<file path="config.mk">
export PLATFORM = sky130hd
export DESIGN_NAME = sdcd_decoder
export DESIGN_NICKNAME = d
export VERILOG_FILES = /design/src/sdcd_pkg.sv /design/src/sdcd_decoder.sv
export VERILOG_INCLUDE_DIRS = /design/src
export SDC_FILE = /design/constraint.sdc
export NUM_CORES = 1
export LEC_CHECK = 0
export ABC_CLOCK_PERIOD_IN_PS = 6180
export BUFFER_PORTS_ARGS = -buffer_cell sky130_fd_sc_hd__buf_2
export CAP_MARGIN = 20
export CORE_UTILIZATION = 52
export DETAILED_ROUTE_END_ITERATION = 7
export PLACE_DENSITY = 0.95
export SETUP_SLACK_MARGIN = 0.2
export SLEW_MARGIN = 30
export SYNTH_ARGS = -nofsm -noshare
export SYNTH_HDL_FRONTEND = slang
export SYNTH_SLANG_ARGS = --single-unit
</file>
<file path="constraint.sdc">
create_clock -name sys_clk -period 6.18 [get_ports sys_clk]
set_clock_uncertainty 0.05 [all_clocks]
set_input_delay 0.618 -clock sys_clk [delete_from_list [all_inputs] [get_ports sys_clk]]
set_output_delay 0.618 -clock sys_clk [all_outputs]
set_load 0.02 [all_outputs]
</file>
<file path="src/sdcd_cfg.svh">
// constants for the sdram command decoder
`ifndef SDCD_CFG_SVH
`define SDCD_CFG_SVH
`define SDCD_BANKS 8
`define SDCD_BA_W 3
`define SDCD_ADDR_W 13
`define SDCD_COL_W 10
`define SDCD_AP_BIT 10
`define SDCD_BC_BIT 12
`define SDCD_DQ_W 16
`define SDCD_BEATS_BL8 4'h8
`define SDCD_BEATS_BC4 4'h4
`define SDCD_MR0_SEL 3'h0
`define SDCD_BL_BL8 2'h0
`define SDCD_BL_OTF 2'h1
`define SDCD_BL_BC4 2'h2
`endif

</file>
<file path="src/sdcd_pkg.sv">
// types shared by the sdram command decoder
package sdcd_pkg;
  typedef enum logic [3:0] {
    CMD_DESELECT = 4'h0,
    CMD_NOP = 4'h1,
    CMD_ACTIVATE = 4'h2,
    CMD_PRECHARGE = 4'h3,
    CMD_WRITE = 4'h4,
    CMD_READ = 4'h5,
    CMD_MODE_SET = 4'h6,
    CMD_REFRESH = 4'h7,
    CMD_SELF_REF_ENTER = 4'h8,
    CMD_SELF_REF_EXIT = 4'h9,
    CMD_PDOWN_ENTER = 4'ha,
    CMD_PDOWN_EXIT = 4'hb,
    CMD_ZQ_LONG = 4'hc,
    CMD_ZQ_SHORT = 4'hd,
    CMD_ILLEGAL = 4'he
  } sdcd_cmd_type;
  typedef enum logic [1:0] {
    ST_NORMAL = 2'b00,
    ST_PDOWN = 2'b01,
    ST_SELF_REF = 2'b10
  } sdcd_pwr_type;
  typedef struct packed {
    logic cs_n;
    logic ras_n;
    logic cas_n;
    logic we_n;
    logic cke;
    logic [2:0] ba;
    logic [12:0] addr;
  } sdcd_pins_type;
  typedef struct packed {
    sdcd_cmd_type cmd;
    logic [2:0] bank;
    logic [12:0] addr;
    logic auto_pre;
    logic [3:0] beats;
  } sdcd_dec_type;
endpackage : sdcd_pkg

</file>
<file path="src/sdcd_decoder.sv">
// sdram command decoder with bank state, burst framing and data masking
// What this block does
// - decode with chip select low, save power-down entry and the two exits, which also take deselect; chip select high is deselect; nop all high
// - precharge: ras low cas high we low; a10 picks one bank or all banks
// - write: ras high cas low we low to active bank; a12 chooses chop
// - read: ras high cas low we high to active bank; a12 chooses chop
// - a10 on read or write requests auto-precharge after the burst
// - a12 burst choice honoured only when on-the-fly mode is programmed
// - mode register write: all four strobes low while idle; bank lines select register
// - refresh with cke high; cke falling enters self-refresh; cke rising exits
// - power-down entered on cke falling with nop or deselect
// - power-down left on cke rising with nop or deselect
// - zq calibration: ras high cas high we low; a10 long or short
// - cke commands judge prior-cycle cke against command-cycle cke
// - lower and upper byte masks apply independently during writes
// - bank state checks use the bank addressed by the command
// - eight banks; each eight-beat access moves one 8n word over four clocks, a chopped one over two
// - pin data moves two words per clock
// - bursts start at the column and run eight or four beats
// - lower mask covers bits 0-7, upper mask bits 8-15
// - active-low reset holds the device in reset
`timescale 1ns/10ps
`default_nettype none
`include "sdcd_cfg.svh"
module sdcd_decoder
  import sdcd_pkg::*;
(
  input wire logic sys_clk, // 250 MHz clock
  input wire logic reset, // synchronous reset, active high
  input wire logic reset_pin_n, // device reset pin, active low
  input wire sdcd_pins_type pins, // command pins, sampled each rising edge
  input wire logic [1:0] wr_mask, // byte masks, bit1 upper
  input wire logic [31:0] wr_data_pair, // two pin words of one clock
  output sdcd_dec_type dec_q, // decoded command, registered
  output logic dec_valid_q, // decoded command pulse
  output logic [7:0] bank_open_q, // open-row state per bank
  output sdcd_pwr_type pwr_q, // power state
  output logic burst_busy_q, // burst in progress
  output logic burst_write_q, // burst is a write
  output logic [2:0] burst_bank_q, // bank of running burst
  output logic [9:0] burst_col_q, // current column of burst
  output logic [31:0] wdata_q, // write pair, unmasked; masking is in wbyte_en_q
  output logic [3:0] wbyte_en_q, // byte enables of wdata_q
  output logic wdata_valid_q // write pair valid
);
  // reset pin passes three flops; change taken when last two agree
  logic [2:0] rst_sync_q;
  logic rst_hold_q;
  logic dev_rst;
  always_ff @(posedge sys_clk) begin
    if (reset) begin
      rst_sync_q <= 3'h0;
      rst_hold_q <= 1'b1;
    end else begin
      rst_sync_q <= {rst_sync_q[1:0], reset_pin_n};
      if (rst_sync_q[2] == rst_sync_q[1]) begin
        rst_hold_q <= ~rst_sync_q[2];
      end
    end
  end
  assign dev_rst = reset | rst_hold_q;

  // prior-cycle cke kept for comparison
  logic cke_prev_q;
  always_ff @(posedge sys_clk) begin
    if (dev_rst) begin
      cke_prev_q <= 1'b0;
    end else begin
      cke_prev_q <= pins.cke;
    end
  end

  // pattern classification
  logic idle_all;
  logic bank_act;
  logic nop_or_des;
  sdcd_cmd_type cmd;
  assign idle_all = (bank_open_q == 8'h00);
  assign bank_act = bank_open_q[pins.ba];
  assign nop_or_des = pins.cs_n | (pins.ras_n & pins.cas_n & pins.we_n);
  always_comb begin
    cmd = CMD_ILLEGAL;
    if (pwr_q != ST_NORMAL) begin
      if (!cke_prev_q && pins.cke && nop_or_des) begin
        cmd = (pwr_q == ST_SELF_REF) ? CMD_SELF_REF_EXIT : CMD_PDOWN_EXIT;
      end
    end else if (!cke_prev_q) begin
      cmd = CMD_ILLEGAL;
    end else if (!pins.cke) begin
      if (nop_or_des) begin
        cmd = CMD_PDOWN_ENTER;
      end else if ({pins.ras_n, pins.cas_n, pins.we_n} == 3'b001 && idle_all) begin
        cmd = CMD_SELF_REF_ENTER;
      end
    end else if (pins.cs_n) begin
      cmd = CMD_DESELECT;
    end else begin
      case ({pins.ras_n, pins.cas_n, pins.we_n})
        3'b111: cmd = CMD_NOP;
        3'b011: cmd = bank_act ? CMD_ILLEGAL : CMD_ACTIVATE;
        3'b010: cmd = CMD_PRECHARGE;
        3'b100: cmd = bank_act ? CMD_WRITE : CMD_ILLEGAL;
        3'b101: cmd = bank_act ? CMD_READ : CMD_ILLEGAL;
        3'b000: cmd = idle_all ? CMD_MODE_SET : CMD_ILLEGAL;
        3'b001: cmd = idle_all ? CMD_REFRESH : CMD_ILLEGAL;
        3'b110: begin
          if (idle_all) begin
            cmd = pins.addr[`SDCD_AP_BIT] ? CMD_ZQ_LONG : CMD_ZQ_SHORT;
          end
        end
        default: cmd = CMD_ILLEGAL;
      endcase
    end
  end

  // burst mode field caught from a write to the first mode register
  logic [1:0] bl_mode_q;
  always_ff @(posedge sys_clk) begin
    if (dev_rst) begin
      bl_mode_q <= 2'h0;
    end else if (cmd == CMD_MODE_SET && pins.ba == `SDCD_MR0_SEL) begin
      bl_mode_q <= pins.addr[1:0];
    end
  end

  // beats for a column command
  logic [3:0] beats;
  always_comb begin
    if (bl_mode_q == `SDCD_BL_OTF) begin
      beats = pins.addr[`SDCD_BC_BIT] ? `SDCD_BEATS_BL8 : `SDCD_BEATS_BC4;
    end else if (bl_mode_q == `SDCD_BL_BC4) begin
      beats = `SDCD_BEATS_BC4;
    end else begin
      beats = `SDCD_BEATS_BL8;
    end
  end

  // registered decode result
  always_ff @(posedge sys_clk) begin
    if (dev_rst) begin
      dec_q <= '0;
      dec_valid_q <= 1'b0;
    end else begin
      dec_valid_q <= (cmd != CMD_ILLEGAL) && (cmd != CMD_DESELECT) && (cmd != CMD_NOP);
      dec_q.cmd <= cmd;
      dec_q.bank <= pins.ba;
      dec_q.addr <= pins.addr;
      dec_q.auto_pre <= pins.addr[`SDCD_AP_BIT];
      dec_q.beats <= beats;
    end
  end

  // power state
  always_ff @(posedge sys_clk) begin
    if (dev_rst) begin
      pwr_q <= ST_NORMAL;
    end else begin
      case (cmd)
        CMD_PDOWN_ENTER: pwr_q <= ST_PDOWN;
        CMD_SELF_REF_ENTER: pwr_q <= ST_SELF_REF;
        CMD_PDOWN_EXIT: pwr_q <= ST_NORMAL;
        CMD_SELF_REF_EXIT: pwr_q <= ST_NORMAL;
        default: pwr_q <= pwr_q;
      endcase
    end
  end

  // burst framing: counts half-clock beats two per clock
  logic [3:0] beats_left_q;
  logic burst_ap_q;
  logic burst_end;
  assign burst_end = burst_busy_q && (beats_left_q <= 4'h2);
  always_ff @(posedge sys_clk) begin
    if (dev_rst) begin
      burst_busy_q <= 1'b0;
      burst_write_q <= 1'b0;
      burst_bank_q <= 3'h0;
      burst_col_q <= 10'h000;
      beats_left_q <= 4'h0;
      burst_ap_q <= 1'b0;
    end else if (cmd == CMD_READ || cmd == CMD_WRITE) begin
      burst_busy_q <= 1'b1;
      burst_write_q <= (cmd == CMD_WRITE);
      burst_bank_q <= pins.ba;
      burst_col_q <= pins.addr[`SDCD_COL_W-1:0];
      beats_left_q <= beats;
      burst_ap_q <= pins.addr[`SDCD_AP_BIT];
    end else if (burst_busy_q) begin
      beats_left_q <= beats_left_q - 4'h2;
      burst_col_q <= burst_col_q + 10'h002;
      if (burst_end) begin
        burst_busy_q <= 1'b0;
      end
    end
  end

  // per-bank open state; one generate step per bank
  genvar gb;
  generate
    for (gb = 0; gb < `SDCD_BANKS; gb++) begin : g_bank
      always_ff @(posedge sys_clk) begin
        if (dev_rst) begin
          bank_open_q[gb] <= 1'b0;
        end else if (cmd == CMD_ACTIVATE && pins.ba == 3'(gb)) begin
          bank_open_q[gb] <= 1'b1;
        end else if (cmd == CMD_PRECHARGE &&
                     (pins.addr[`SDCD_AP_BIT] || pins.ba == 3'(gb))) begin
          bank_open_q[gb] <= 1'b0;
        end else if (burst_end && burst_ap_q && burst_bank_q == 3'(gb)) begin
          bank_open_q[gb] <= 1'b0;
        end
      end
    end
  endgenerate

  // write data: low word is first half-clock, masks per byte lane
  always_ff @(posedge sys_clk) begin
    if (dev_rst) begin
      wdata_q <= 32'h0000_0000;
      wbyte_en_q <= 4'h0;
      wdata_valid_q <= 1'b0;
    end else begin
      wdata_valid_q <= burst_busy_q && burst_write_q;
      wdata_q <= wr_data_pair;
      wbyte_en_q <= {~wr_mask[1], ~wr_mask[0], ~wr_mask[1], ~wr_mask[0]};
    end
  end
endmodule : sdcd_decoder
`default_nettype wire

</file>
==> metrics.cfg <==
[outcome]
status=finished clean

[routing]
drtIter0Drc=282
vias=3241
drt_pre_antenna_iters=5
route.met2.wl_um=4068
vias_per_cell=5.270
highest_routed_metal_layer=met4
m1WireLength_um=3579
met3_length_um=565
postRouteAntennaNets=0
drc_violations_left=0
routed_wirelength_um=8477
wire_per_inst_um=13.78

[cts]
clock_sinks=94
h-tree-depth=3
setup_fix_bufs_post_cts=0
cts_inserted_buffers=9
insertion_delay_ns=0.35
cts.hold.buffers_added=0
cts_root_cell=clkbuf_8
post_cts.resized_instances=0
clockBufferDepth=2
clk_transition_reported_paths_ns=0.09
tritoncts=yes

[final_layout]
drive_above_1_share_pct=34.68
final_cell_mix=143 x buf_2, 94 x dfxtp_1, 39 x and2_1
n_fill_cell=550
layout.nets=574
layout.cells.most_common=buf_2
areaGrowthSynthToFinish_pct=24.30
stdcell_area_um2=4538
n_antenna_cell=0

[synth]
syn-cell-area_um2=3651
synth.distinct_cells=55
netlist.area_leader.share_pct=51.54
syn-instance-count=385
seq_area_frac_synth_pct=51.54
synth_area_leader_cell=dfxtp_1
synth-seq-cells=94
synth_enable_flop_cells=0
ys_top_cells_by_area=dfxtp_1 52%, and2_1 6.7%, nand2_1 2.9%
dominantRegCellSynth=dfxtp_1
postSynthAreaPerCell_um2=9.483
synth_warnings=0
synth-async-reset-ratio_pct=0

[sta]
worst-slew-pin-transition_ns=0.8926
drv_slew=0
number_of_failing_hold_endpoints_at_the_final_stage=0
min_period_over_period_pct=52.62
rsz0062_at_grt=false
slew_headroom_pct=39.95
timing.final.crit_period_ns=3.252
finalSetupTns_ns=0
report.final.setup_viol=0
timing.fmax_mhz=307.5
layout_setup_ws_ns=2.928

[power_and_ir_drop]
power_density_of_the_placed_cells_nw_per_um2=226.7
leakagePower_nw=2.221
power.ir.vdd_worst_mv=0.1026

[floorplan]
core-area_um2=6794
die_area_um2=7360
row_count=30
num_io_pins=146
die_h_um=85.79
overall_die_width_um=85.79
initial_utilization_pct=53.74

[grt]
antenna_violations_before_repair=0
grt_usage_pct=22.10
grt_start_max_net_pins=77
grt_pass1_wl_um=12900
grt_overflow_total=0
number_of_global_route_vias_before_repair=2864

[critical_path]
cp_num_buf_inv=1
critical_path.max_fanout=15
cp.arrival_ns=3.44
path_delay_family=compound AO/OA/AOI/OAI gates
timing.critical_path.from_type=input pin
setup.worst_path.end_class=flip-flop
critical-path-max-stage-delay_ns=0.63
critPathKind=in -> reg
cell_with_the_biggest_individual_delay_on_the_critical_path=a311oi_1
worstPathRequired_ns=6.37
worstPathCellList=buf_2 > mux2_2 > o32ai_1 > nor3_1 > a311oi_1 > nor2b_1 > nand4_1 > o41ai_1

[placement]
pre_cts_ws_ns=2.670
gpl.final_weighted_congestion=0.8806
placement.cell_area_um2=4353
place_hpwl_um=6111
buffer_ports.inserted=143

[job]
maxCapViolCount=0

[hold_path]
hp-class=in -> reg

-- stage by stage --
step                cells  utilization [%]  total power, W  hold WS (ns)
floorplan             386                -       0.0006445        0.3638
global placement      599            64.00       0.0006630        0.3698
detailed placement    599            64.07       0.0006645        0.3848
CTS                   615            66.80        0.001037        0.3543
global route          615            66.80        0.001067        0.3538
finish                615            66.80        0.001029        0.3674
-- cell usage after synthesis (3+ instances only) --
master	count
a21oi_1	7
a31oi_1	5
and2_1	39
and3_1	4
buf_2	3
buf_4	12
clkbuf_1	9
dfxtp_1	94
inv_1	17
mux2_2	3
mux2i_1	10
nand2_1	28
nand3_1	18
nand4_1	5
nor2_1	28
nor2b_1	9
nor4_1	3
o2111ai_1	5
o211a_1	3
o21ai_0	21
o21ai_1	4
o31ai_1	4
or3b_2	5
xnor2_1	6
xor2_1	4
-- where the power goes --
group	leakage, nW	switching (W)	internal (W)
sequential	0.757	0.000000461	0.000606
clock	0.0888	0.000224	0.000154
combinational	1.37	0.0000239	0.0000206
total	2.22	0.000248	0.000781
-- kinds of logic after synthesis --
kind of cell	share of synthesized area (%)
fa+ha+maj	0.6853
simple gates	23.20
flops	51.54
xor+xnor	2.399
other cells	0.1027
compound gates	12.34
buf+inv	6.066
mux	3.667
-- routing by layer --
metal  vias to the layer above  track usage (%)
li1                       1569                -
met1                      1504            25.92
met2                       142            36.87
met3                        26            4.812
met4                         0            13.79
met5                         -                0
-- cell type report --
class / instances / area (µm²) / area share, %
clock buffers: 9 / 123.9 / 2.730
multi-input cells: 248 / 1564 / 34.46
flip-flops and latches: 94 / 1882 / 41.47
repair buffers: 144 / 723.2 / 15.94
clock inverters: 7 / 61.31 / 1.351
well taps: 96 / 120.1 / 2.647
inverters: 17 / 63.81 / 1.406
-- worst reg2reg max path, cell delays in order, from the launching register on --
cell       delay (ns)
dfxtp_1          0.36
nor4_1           0.78
nand3_1          0.26
or4_4            0.49
o21a_1           0.15
or4b_4           0.55
o2111ai_1        0.24
o21ai_1          0.11
-- sequential cells by signal, summed over array words and instances (netlist names), 2 cells and up --
name          cells
dec_q            22
bl_mode_q         2
burst_bank_q      3
wbyte_en_q        2
pwr_q             2
burst_col_q      10
wdata_q          32
bank_open_q       8
beats_left_q      3
rst_sync_q        3
-- worst paths after layout --
| kind | start | slack, ns | cells past startpoint | to |
|---|---|---|---|---|
| setup / recovery | pins[14] | 2.93 | 8 | bank_open_q[0]$_SDFFE_PP0P_ |
| hold / removal | wr_mask[0] | 0.37 | 2 | wbyte_en_q[2]$_SDFF_PP0_ |
| setup reg to reg | bank_open_q[6]$_SDFFE_PP0P_ | 3.07 | 7 | bank_open_q[1]$_SDFFE_PP0P_ |
| hold reg to reg | rst_sync_q[0]$_SDFF_PP0_ | 0.40 | 1 | rst_sync_q[1]$_SDFF_PP0_ |
Note: power is estimated with default switching activity, not from simulation.
